$ cat config.mk
export PLATFORM = sky130hd
export DESIGN_NAME = llcf_config_regs
export DESIGN_NICKNAME = d
export VERILOG_FILES = /design/src/llcf_config_regs.v
export VERILOG_INCLUDE_DIRS = /design/src
export SDC_FILE = /design/constraint.sdc
export NUM_CORES = 1
export LEC_CHECK = 0
export BUFFER_PORTS_ARGS = -buffer_cell sky130_fd_sc_hd__buf_2
export CORE_MARGIN = 10
export CORE_UTILIZATION = 39
export DETAILED_ROUTE_END_ITERATION = 12
export PLACE_DENSITY_LB_ADDON = 0.12
export SYNTH_ARGS = -nofsm -noshare
export SYNTH_HDL_FRONTEND = slang
export SYNTH_SLANG_ARGS = --single-unit
$ cat constraint.sdc
create_clock -name clock -period 3 [get_ports clock]
set_clock_uncertainty 0.1 [all_clocks]
set_input_delay 0.3 -clock clock [delete_from_list [all_inputs] [get_ports clock]]
set_output_delay 0.3 -clock clock [all_outputs]
set_load 0.02 [all_outputs]
$ cat src/llcf_map.vh
`ifndef LLCF_MAP_VH
`define LLCF_MAP_VH

// register offsets on the host register port
`define LLCF_ADDR_LOOP_ADC      6'h10
`define LLCF_ADDR_OUT_POL       6'h13
`define LLCF_ADDR_REF_LOW       6'h14

// loop_and_adc_control field positions
`define LLCF_CURRENT_CTRL_BIT   0
`define LLCF_RES_DISC_BIT       2
`define LLCF_ADC_SRC_LSB        5
`define LLCF_ADC_SRC_MSB        7

// output_polarity_config field positions
`define LLCF_REF_HIGH_LSB       0
`define LLCF_REF_HIGH_MSB       1
`define LLCF_SHUNT_RANGE_BIT    2
`define LLCF_LOW_GATE_RANGE_BIT 4
`define LLCF_REF_SWAP_BIT       6
`define LLCF_POLARITY_BIT       7

// reset values
`define LLCF_RST_CURRENT_CTRL   1'h0
`define LLCF_RST_RES_DISC       1'h0
`define LLCF_RST_ADC_SRC        3'h0
`define LLCF_RST_SHUNT_RANGE    1'h0
`define LLCF_RST_LOW_GATE_RANGE 1'h0
`define LLCF_RST_REF_SWAP       1'h1
`define LLCF_RST_POLARITY       1'h0
`define LLCF_RST_REF_CODE       10'h000
`define LLCF_RST_RDATA          8'h00

// adc source codes
`define LLCF_ADC_VDD_DIV8       3'h0
`define LLCF_ADC_SUPPLY_DIV30   3'h1
`define LLCF_ADC_VB_DIV30       3'h2
`define LLCF_ADC_MONITOR_DIODE  3'h3
`define LLCF_ADC_SHUNT          3'h4
`define LLCF_ADC_LOW_GATE_DIV30 3'h5
`define LLCF_ADC_HIGH_GATE_DIV30 3'h6
`define LLCF_ADC_ANALOG_INPUT   3'h7

// reference code end points
`define LLCF_REF_CODE_MIN       10'h000
`define LLCF_REF_CODE_MAX       10'h3FF

`endif

$ cat src/llcf_config_regs.v
// Function
// - polarity select at output_polarity_config bit 7, reset 0; 0 N-type, 1 P-type laser.
// - resistor disconnect at loop_and_adc_control bit 2, reset 0; 1 uses external resistor.
// - ADC source select at loop_and_adc_control bits 7:5, reset 000, eight sources in order.
// - control mode bit 0 selects optical power control with diode feedback.
// - internal resistor follows 8-bit code, present only while disconnect is 0.
// - 10-bit reference from output_polarity_config bits 1:0 high and 0x14 low, reset zero.
// - code 000 gives minimum reference, 3FF maximum, logarithmic steps.
// - polarity 1 inserts level converter with 1:2 scaling into feedback, only while control mode bit is 0.
// - low gate range bit at output_polarity_config bit 4, reset 0; 1 reaches laser supply.
// - reference swap at output_polarity_config bit 6, reset 1; 0 inverts control polarity.
// - control mode bit at loop_and_adc_control bit 0, reset 0; 1 current control.
`timescale 1ns/10ps
`include "llcf_map.vh"

module llcf_config_regs
(
    input  wire       clock,                    // system clock, 100 MHz
    input  wire       resetn,                   // asynchronous reset, active low
    input  wire       reg_wr,                   // register write strobe
    input  wire       reg_rd,                   // register read strobe
    input  wire [5:0] reg_addr,                 // register address
    input  wire [7:0] reg_wdata,                // register write data
    output reg  [7:0] reg_rdata,                // register read data
    output reg        reg_rvalid,               // read data valid pulse
    input  wire [7:0] resistor_code,            // programmable resistor code
    output wire       laser_polarity_sel,       // 0 N-type, 1 P-type laser
    output wire       int_resistor_disconnect,  // 1 external monitor resistor
    output wire [2:0] adc_source_sel,           // ADC input multiplexer select
    output wire       current_control_sel,      // 1 current control mode
    output wire       apc_mode_en,              // optical power control active
    output wire       shunt_voltage_range,      // shunt voltage range select
    output wire       low_gate_range_sel,       // low side gate upper range
    output wire       reference_swap,           // 1 standard, 0 inverted control
    output wire [9:0] ref_code,                 // logarithmic reference code
    output wire       ref_at_min,               // reference at minimum code
    output wire       ref_at_max,               // reference at maximum code
    output wire       monitor_resistor_en,      // internal resistor switched in
    output wire [7:0] monitor_resistor_code,    // code applied to internal resistor
    output wire       level_conv_en             // 1:2 level converter in feedback
);

    reg       polarity_ff;
    reg       res_disc_ff;
    reg [2:0] adc_src_ff;
    reg       current_ctrl_ff;
    reg       shunt_range_ff;
    reg       low_gate_range_ff;
    reg       ref_swap_ff;
    reg [9:0] ref_code_ff;
    reg [7:0] nxt_rdata;

    wire wr_loop = reg_wr && (reg_addr == `LLCF_ADDR_LOOP_ADC);
    wire wr_pol  = reg_wr && (reg_addr == `LLCF_ADDR_OUT_POL);
    wire wr_ref  = reg_wr && (reg_addr == `LLCF_ADDR_REF_LOW);

    always @(posedge clock or negedge resetn)
    begin
        if (!resetn)
        begin
            polarity_ff       <= `LLCF_RST_POLARITY;
            res_disc_ff       <= `LLCF_RST_RES_DISC;
            adc_src_ff        <= `LLCF_RST_ADC_SRC;
            current_ctrl_ff   <= `LLCF_RST_CURRENT_CTRL;
            shunt_range_ff    <= `LLCF_RST_SHUNT_RANGE;
            low_gate_range_ff <= `LLCF_RST_LOW_GATE_RANGE;
            ref_swap_ff       <= `LLCF_RST_REF_SWAP;
            ref_code_ff       <= `LLCF_RST_REF_CODE;
        end
        else
        begin
            if (wr_loop)
            begin
                current_ctrl_ff <= reg_wdata[`LLCF_CURRENT_CTRL_BIT];
                res_disc_ff     <= reg_wdata[`LLCF_RES_DISC_BIT];
                adc_src_ff      <= reg_wdata[`LLCF_ADC_SRC_MSB:`LLCF_ADC_SRC_LSB];
            end
            if (wr_pol)
            begin
                polarity_ff       <= reg_wdata[`LLCF_POLARITY_BIT];
                ref_swap_ff       <= reg_wdata[`LLCF_REF_SWAP_BIT];
                low_gate_range_ff <= reg_wdata[`LLCF_LOW_GATE_RANGE_BIT];
                shunt_range_ff    <= reg_wdata[`LLCF_SHUNT_RANGE_BIT];
                ref_code_ff[9:8]  <= reg_wdata[`LLCF_REF_HIGH_MSB:`LLCF_REF_HIGH_LSB];
            end
            if (wr_ref)
                ref_code_ff[7:0] <= reg_wdata;
        end
    end

    // read mux; unused bits and unmapped addresses read zero
    always @*
    begin
        nxt_rdata = 8'h00;
        case (reg_addr)
            `LLCF_ADDR_LOOP_ADC:
            begin
                nxt_rdata[`LLCF_ADC_SRC_MSB:`LLCF_ADC_SRC_LSB] = adc_src_ff;
                nxt_rdata[`LLCF_RES_DISC_BIT]     = res_disc_ff;
                nxt_rdata[`LLCF_CURRENT_CTRL_BIT] = current_ctrl_ff;
            end
            `LLCF_ADDR_OUT_POL:
            begin
                nxt_rdata[`LLCF_POLARITY_BIT]       = polarity_ff;
                nxt_rdata[`LLCF_REF_SWAP_BIT]       = ref_swap_ff;
                nxt_rdata[`LLCF_LOW_GATE_RANGE_BIT] = low_gate_range_ff;
                nxt_rdata[`LLCF_SHUNT_RANGE_BIT]    = shunt_range_ff;
                nxt_rdata[`LLCF_REF_HIGH_MSB:`LLCF_REF_HIGH_LSB] = ref_code_ff[9:8];
            end
            `LLCF_ADDR_REF_LOW:
                nxt_rdata = ref_code_ff[7:0];
            default:
                nxt_rdata = 8'h00;
        endcase
    end

    always @(posedge clock or negedge resetn)
    begin
        if (!resetn)
        begin
            reg_rdata  <= `LLCF_RST_RDATA;
            reg_rvalid <= 1'b0;
        end
        else
        begin
            reg_rvalid <= reg_rd;
            if (reg_rd)
                reg_rdata <= nxt_rdata;
        end
    end

    // analog controls from stored fields; monitor_resistor_code passes resistor_code while disconnect is 0
    assign laser_polarity_sel      = polarity_ff;
    assign int_resistor_disconnect = res_disc_ff;
    assign adc_source_sel          = adc_src_ff;
    assign current_control_sel     = current_ctrl_ff;
    assign apc_mode_en             = ~current_ctrl_ff;
    assign shunt_voltage_range     = shunt_range_ff;
    assign low_gate_range_sel      = low_gate_range_ff;
    assign reference_swap          = ref_swap_ff;
    assign ref_code                = ref_code_ff;
    assign ref_at_min              = (ref_code_ff == `LLCF_REF_CODE_MIN);
    assign ref_at_max              = (ref_code_ff == `LLCF_REF_CODE_MAX);
    assign monitor_resistor_en     = ~res_disc_ff;
    assign monitor_resistor_code   = res_disc_ff ? 8'h00 : resistor_code;
    // polarity is ignored in current control mode
    assign level_conv_en           = polarity_ff & ~current_ctrl_ff;

endmodule

### Yosys cells after proc, flatten, opt, wreduce, memory -nomap -nowiden

Index checks and enable logic that the tools add are counted.

| storage, ports and cells | value |
|---|---|
| bits in registers | 28 |
| bits of input ports | 26 |

| cells by class | value |
|---|---|
| equal/unequal tests | 4 |
| muxes and demuxes | 8 |
| bitwise logic cells | 3 |
| reduce and logical (&&, ||, !) cells | 4 |

Operators by type and width:

| kind | number |
|---|---|
| 6-bit by 5-bit == test with 1-bit output (second input constant) | 3 |
| 10-bit == test (second input constant) | 1 |
| 10-bit logical NOT | 1 |
| 8-bit 2-to-1 mux | 1 |
| 1-bit case mux with 2 select lines | 3 |
| 1-bit case mux with 3 select lines | 2 |
| 2-bit case mux with 3 select lines | 1 |
| 1-bit logical AND | 3 |
| 1-bit NOT | 2 |
| 1-bit AND | 1 |
| 1-bit 2-to-1 mux | 1 |

### Logic depth before layout (Yosys ltp)

Gate-level depths: netlist of run 1.

| logic depth | value |
|---|---|
| depth after elaboration | 2 |
| depth in mapped cells | 4 |

### Worst setup path after synthesis of run 1

No wires, ideal clock.

| timing path | value |
|---|---|
| path type | reg-to-output |
| start | register ref_code_ff[2], in the netlist ref_code[2] |
| end | output port ref_at_min |
| data arrival time | 1.685 ns |
| setup slack | 0.915 ns |
| stages on the path, launching flop included | 3 |
| cells stage by stage | dfrtp_1 > or4_1 > nor4_1 |

| on the way | value |
|---|---|
| longest elaborated chain between the ends | 1 |

Ends and longest elaborated chain:

| element | line | text |
|---|---|---|
| start, declared | llcf_config_regs.v:50 | `reg [9:0] ref_code_ff;` |
| start signal, assigned | llcf_config_regs.v:68 | `` ref_code_ff <= `LLCF_RST_REF_CODE; `` |
| start signal, assigned | llcf_config_regs.v:87 | `ref_code_ff[7:0] <= reg_wdata;` |
| 10-bit logical NOT (no line) | n/a |  |
| end, declared | llcf_config_regs.v:36 | `output wire ref_at_min,` |

Every way passes these cells.

### Worst setup path in the final report of run 1

Ends and elaborated chain as after synthesis.

==> results of run 1 <==
synthesized netlist by cell type (all sizes together):
library cell  count
a22oi             6
a32oi             4
and3              4
and3b             1
and4              1
buf               3
clkbuf            2
dfrtp            27
dfstp             1
inv               3
mux2             20
nand2             8
nand3             2
nand4             2
nor2              1
nor2b             9
nor3              1
nor3b             6
nor4              1
nor4b             1
o211ai            1
o21ai             4
o2bb2ai           4
or4               2
cells in the final DEF (no fill, tap or decap), drive strengths merged:
| master | synthesis | layout |
|---|---|---|
| nor4b | 1 | 1 |
| inv | 3 | 3 |
| dlygate4sd3 | 0 | 2 |
| a22oi | 6 | 6 |
| and3 | 4 | 4 |
| bufinv | 0 | 1 |
| clkbuf | 2 | 3 |
| mux2 | 20 | 20 |
| o21ai | 4 | 4 |
| a32oi | 4 | 4 |
| nor2 | 1 | 1 |
| nor4 | 1 | 1 |
| nand3 | 2 | 2 |
| nor3 | 1 | 1 |
| and3b | 1 | 1 |
| dfrtp | 27 | 27 |
| nand4 | 2 | 2 |
| nor2b | 9 | 9 |
| buf | 3 | 66 |
| o2bb2ai | 4 | 4 |
| dfstp | 1 | 1 |
| nand2 | 8 | 8 |
| o211ai | 1 | 1 |
| or4 | 2 | 2 |
| nor3b | 6 | 6 |
| and4 | 1 | 1 |
state kept, by name (all words and copies together) (netlist names):
signal / count
adc_source_sel: 3
reference_swap: 1
shunt_voltage_range: 1
current_control_sel: 1
reg_rdata: 8
laser_polarity_sel: 1
int_resistor_disconnect: 1
reg_rvalid: 1
ref_code: 10
low_gate_range_sel: 1
worst min path at each step:
stage / depth (start not counted) / end / slack [ns]
6_report: 2 / ref_code[3] / 0.1
5_1_grt: 2 / ref_code[3] / 0.06
4_1_cts: 2 / ref_code[3] / 0.08
3_5_place_dp: 1 / reg_rdata[3] / 0.25
3_3_place_gp: 1 / reg_rdata[4] / 0.25
2_1_floorplan: 0 / adc_source_sel[0] / -0.1
per-stage QoR:
step / std cells / hold WS (ns)
floorplan: 114 / -0.0956
global placement: 221 / 0.245
detailed placement: 221 / 0.247
CTS: 227 / 0.0844
global route: 227 / 0.0616
finish: 227 / 0.0993
final cells by class:
cell class                      instances  area share (%)
Sequential cell                        28            38.5
Tap cell                               46            3.16
Inverter                                3           0.618
Clock buffer                            3            1.24
Multi-Input combinational cell         78            35.6
Timing Repair Buffer                   68            19.2
Clock inverter                          1            1.65
layer usage:
| layer | routed length (um) | up-vias |
|---|---|---|
| met5 | 0 | - |
| met4 | 22 | 0 |
| met2 | 2140 | 24 |
| met1 | 1550 | 572 |
| li1 | - | 565 |
| met3 | 238 | 2 |
logic make-up after synthesis:
group,count (synthesis)
flip-flops,28
AND/OR/NAND/NOR,39
buffers and inverters,8
AO/OA/AOI/OAI,19
multiplexers,20
where the power goes:
part,switching [mW],internal (mW)
logic,0.140,0.0959
clock network,0.108,0.135
registers,0.0440,0.414
worst max-delay path, cell delays in order (launching register included):
cell	delay, ns
sky130_fd_sc_hd__dfrtp_1	0.46
sky130_fd_sc_hd__or4_1	0.53
sky130_fd_sc_hd__nor4_1	0.23
sky130_fd_sc_hd__buf_2	0.21
==> parameters.txt, run 1 <==
Parameter                              Value

Clock tree
  TritonCTS clock tree    built
  Number of buffers added by the clock tree synthesis step    3
  Number of levels the H-tree was split into    1
  Clock slew at reported path FFs    0.15 ns
  Post-CTS repair timing setup buffer count    0
  Clock root buffer    sky130_fd_sc_hd__clkbuf_4
  Number of resized instances in the post-cts repair step    0
  Deepest clock path buffer count    2
  Number of buffers inserted for hold repair after clock tree synthesis    2
  Insertion delay to the later sink of the worst-skew pair    0.32 ns
  Sinks on the clock net    28

Logic synthesis
  Post-synthesis sequential area ratio    50.6%
  Library cell with the largest summed area after synthesis    sky130_fd_sc_hd__dfrtp_1
  Share of cell area taken by muxes after synthesis    16.2%
  Main combinational cell family by area after synthesis    simple AND/OR/NAND/NOR gates
  Total of flip-flops plus latches after synthesis    28
  Cell count after synthesis    114
  Synthesized-area fraction occupied by adder cells    0%
  Synthesis Warnings    0
  Xor and xnor area share after synthesis    0%
  Area fraction in compound gates after synthesis    10.3%
  Synth top area cells    sky130_fd_sc_hd__dfrtp_1, sky130_fd_sc_hd__mux2_2, sky130_fd_sc_hd__nor2b_1
  Per-instance average area after synthesis    12.2 sq um
  Net count after synthesis    140
  Syn Std Cell Area    1390 sq um
  Post-synthesis simple-gate area fraction    20.2%
  Distinct cells, synth    28
  Share of the synthesized area in the top cell type    48.7%

Place
  Total placed instance area    1750 sq um
  Input/output buffers    66
  Setup WS pre-CTS    1.19 ns
  Placed wire-length estimate    3.22 mm
  Final weighted congestion of routability-driven global placement    0.788

Global route
  GRT Max-Usage Layer    met2
  Largest net degree at the start of global routing    29
  Number of antenna violations at the first check in global routing    0
  Met2 usage in global routing    22.9%
  GR Util All Layers    12.7%
  First-pass GRT wire length    6.44 mm
  Met3 track demand over resource    3.60%
  Met1 global-route usage    13.9%
  Via count of the first global-routing pass    1249
  Total overflow reported by the global router    0

Run
  Max Cap Viol    0

Layout
  Share of post-route cells with drive strength above 1    53.0%
  Antenna cell count    0
  Synthesis-to-finish area growth    31.4%
  Fillers    330
  Non-Filler Cell Area, Final    1820 sq um
  Nets    208
  Core occupancy in the finished layout    53.7%
  Multi-input logic area    648 sq um
  Total area of sequential cells    702 sq um

Timing
  Accumulated negative setup slack    0 ns
  Transition time at the pin with the least slew margin    0.612 ns
  Fin. Hold Viols    0
  Minimum setup slack in the final design    0.852 ns
  Fin. max-slew vios    0
  Period minus WS final    2.15 ns
  Max-Slew Margin vs Limit    59.2%
  Highest Clock Rate    0.465 GHz
  Final setup vio count    0
  Ratio of final minimum period to clock period    71.6%
  Unrepaired setup endpoints after global routing    false

Worst setup path
  Worst endpoint data arrival time    1.75 ns
  Register-to-register setup slack    1.79 ns
  Number of cells on the worst reg-to-reg path    3
  Data required time of the critical path    2.60 ns
  Critical path fanouts, max    5
  Worst R2R End    reg_rdata[2]
  WS Path Type    reg2out
  CP Capture Type    primary output
  Timing endpoint of the critical path    ref_at_min
  RR Startpoint    int_resistor_disconnect
  Launching instance or port of the critical path    ref_code[2]
  CP startpoint kind    flop

Detailed routing
  First-pass DRT Iterations    4
  WL/cell    17.4 um
  Total vias in the final route    1163
  Number of violations reported at the end of detailed-routing iteration 0    50
  Overall routed net length    3.95 mm
  Average vias per placed instance    5.12
  # DRC    0
  Post-route ant nets    0

Pwr
  Leakage power of the design    0.924 nW
  Power density over the cells    514 nW/um^2
  Worst vdd ir    309 uV
  Post-layout power    937 uW

Die
  Die area    6340 sq um
  Count of standard-cell rows    21
  Initial Util    40.9%
  Core area    3390 sq um
  Number of I/O pins    67
  Floorplan die width    79.6 um
  DIE HEIGHT    79.6 um

Status
  Status    finished, final reports clean

Hold path
  Startpoint of the lowest-slack hold path    reg_wdata[3]
  Worst Hold Class    in2reg
No activity file was read; power rests on OpenSTA's default activity.
==> run 2: changes to the inputs <==
clock period = 1.8 ns   (was 3 ns; I/O delays follow)
==> parameters.txt, run 2 (same netlist as run 1, synthesis figures left out) <==
Parameter                              Value

Status
  Status    complete, but fails checks (was finished, final reports clean)
  Failing checks    negative setup slack

Timing
  Period minus WS final    1.96 ns
  Fin. Hold Viols    0 (unchanged)
  Unrepaired setup endpoints after global routing    true (was false)
  Fin. max-slew vios    0 (unchanged)
  Ratio of final minimum period to clock period    109%
  Max-Slew Margin vs Limit    58.3% (was 59.2%)
  Transition time at the pin with the least slew margin    0.625 ns (was 0.612 ns)
  Minimum setup slack in the final design    -0.162 ns (was 0.852 ns)
  Highest Clock Rate    0.510 GHz
  Final setup vio count    1 (was 0)
  Worst hold slack across all endpoints    0.0236 ns (was 0.0993 ns)

Clock tree
  Number of buffers added by the clock tree synthesis step    3 (unchanged)
  Deepest clock path buffer count    2 (unchanged)
  Number of levels the H-tree was split into    1 (unchanged)
  Clock slew at reported path FFs    0.15 ns (about the same)
  Sinks on the clock net    28 (unchanged)
  TritonCTS clock tree    built (unchanged)
  Insertion delay to the later sink of the worst-skew pair    0.33 ns (was 0.32 ns)
  Clock root buffer    sky130_fd_sc_hd__clkbuf_4 (unchanged)

Layout
  Leading cell types in the layout, fill and taps excluded    sky130_fd_sc_hd__buf_2, sky130_fd_sc_hd__dfrtp_1, sky130_fd_sc_hd__mux2_2, sky130_fd_sc_hd__buf_4 (was sky130_fd_sc_hd__buf_2, sky130_fd_sc_hd__dfrtp_1, sky130_fd_sc_hd__mux2_2, sky130_fd_sc_hd__nor2b_1, sky130_fd_sc_hd__nand2_1)
  Antenna cell count    0 (unchanged)
  Share of post-route cells with drive strength above 1    54.5% (was 53.0%)
  Most common cell after layout, fill and taps aside    sky130_fd_sc_hd__buf_2 (unchanged)
  Core occupancy in the finished layout    57.9% (was 53.7%)
  Synthesis-to-finish area growth    41.6% (was 31.4%)
  Post-route non-filler standard cell count    244 (was 227)
  Flip-flop count of the largest register after layout    10 (unchanged)
  Nets    225 (was 208)

Worst setup path
  CP Capture Type    primary output (unchanged)
  Critical path fanouts, max    2 (was 5)
  Worst endpoint data arrival time    1.68 ns (was 1.75 ns)
  Data required time of the critical path    1.52 ns (was 2.60 ns)
  CP startpoint kind    flop (unchanged)
  WS Path Type    reg2out (unchanged)

Die
  Floorplan die width    79.6 um (unchanged)
  Number of I/O pins    67 (unchanged)
  DIE HEIGHT    79.6 um (unchanged)
  Core area    3390 sq um (unchanged)
  Count of standard-cell rows    21 (unchanged)
  Initial Util    40.9% (unchanged)
  Die area    6340 sq um (unchanged)

Detailed routing
  Post-route ant nets    0 (unchanged)
  First-pass DRT Iterations    4 (unchanged)
  Overall routed net length    4.32 mm (was 3.95 mm)
  WL/cell    17.7 um (was 17.4 um)
  Average vias per placed instance    5.24 (was 5.12)
  Total vias in the final route    1278 (was 1163)
  # DRC    0 (unchanged)
  Number of violations reported at the end of detailed-routing iteration 0    61 (was 50)

Run
  Max Cap Viol    0 (unchanged)

Hold path
  Worst Hold Class    in2reg (unchanged)

Pwr
  Worst vdd ir    450 uV (was 309 uV)
  Power density over the cells    785 nW/um^2 (was 514 nW/um^2)
  Leakage power of the design    1.00 nW (was 0.924 nW)

Global route
  Number of antenna violations at the first check in global routing    0 (unchanged)
  First-pass GRT wire length    7.00 mm (was 6.44 mm)
  Largest net degree at the start of global routing    29 (unchanged)
  Total overflow reported by the global router    0 (unchanged)
  Via count of the first global-routing pass    1419 (was 1249)
  GR Util All Layers    13.7% (was 12.7%)

Place
  Final weighted congestion of routability-driven global placement    0.819 (was 0.788)
  Number of cells after detailed placement    225 (was 221)
  Setup WS pre-CTS    0.199 ns (was 1.19 ns)
  Placed wire-length estimate    3.32 mm (was 3.22 mm)
  Input/output buffers    66 (unchanged)
==> run 2: critical path, stage by stage, from the launching register on <==
cell,delay (ns)
sky130_fd_sc_hd__dfrtp_1,0.43
sky130_fd_sc_hd__or4_1,0.52
sky130_fd_sc_hd__nor4_2,0.22
sky130_fd_sc_hd__buf_4,0.18
==> run 2: path summary, 6_finish.rpt <==
path	from	endpoint	slack (ns)	cells past startpoint
max in group asynchronous	resetn	int_resistor_disconnect	0.93	2
worst min-delay path	reg_wdata[2]	int_resistor_disconnect	0.02	2
worst max-delay path	ref_code[2]	ref_at_min	-0.16	3
worst max register to register	ref_code[5]	reg_rdata[5]	0.52	5
min in group asynchronous	resetn	reg_rdata[3]	0.27	2
worst min register to register	reg_rdata[3]	reg_rdata[3]	0.41	1
==> run 2: power by group <==
| part | switching, mW | total [mW] | internal (mW) |
|---|---|---|---|
| clock | 0.192 | 0.316 | 0.124 |
| combinational | 0.264 | 0.473 | 0.209 |
| sequential | 0.0624 | 0.752 | 0.689 |
==> run 2: through the flow <==
| stage | total power, mW | area, sq um | TNS (ns) |
|---|---|---|---|
| final | 1.54 | 1960 | -0.162 |
| after global routing | 1.61 | 1960 | -0.217 |
| after CTS | 1.54 | 1950 | -0.173 |
| after detailed placement | 1.19 | 1790 | 0 |
| after global placement | 1.18 | 1790 | 0 |
| after floorplan | 0.995 | 1390 | 0 |
==> run 2: what timing repair did <==
action / CTS / global route
pin swaps: 2 / 2
hold endpoints to repair: 42 / 0
gates resized for setup: 2 / 0
endpoints found under the setup margin: 1 / 1
hold buffers: 9 / 0
setup buffers: 4 / 2
==> run 2: cell type report <==
class | instances | area (sq um)
clock buffer | 4 | 36.3
fill | 293 | 1430
inverter | 3 | 11.3
multi-input combinational | 78 | 658
sequential | 28 | 702
tap | 46 | 57.6
timing repair buffer | 85 | 498
==> run 2: layer usage <==
metal	vias up	share of wire (%)	global-route usage [%]
li1	594	-	-
met1	631	39	15.5
met2	47	53	24.4
met3	6	6.0	3.60
met4	0	1.0	3.76
met5	-	0	0
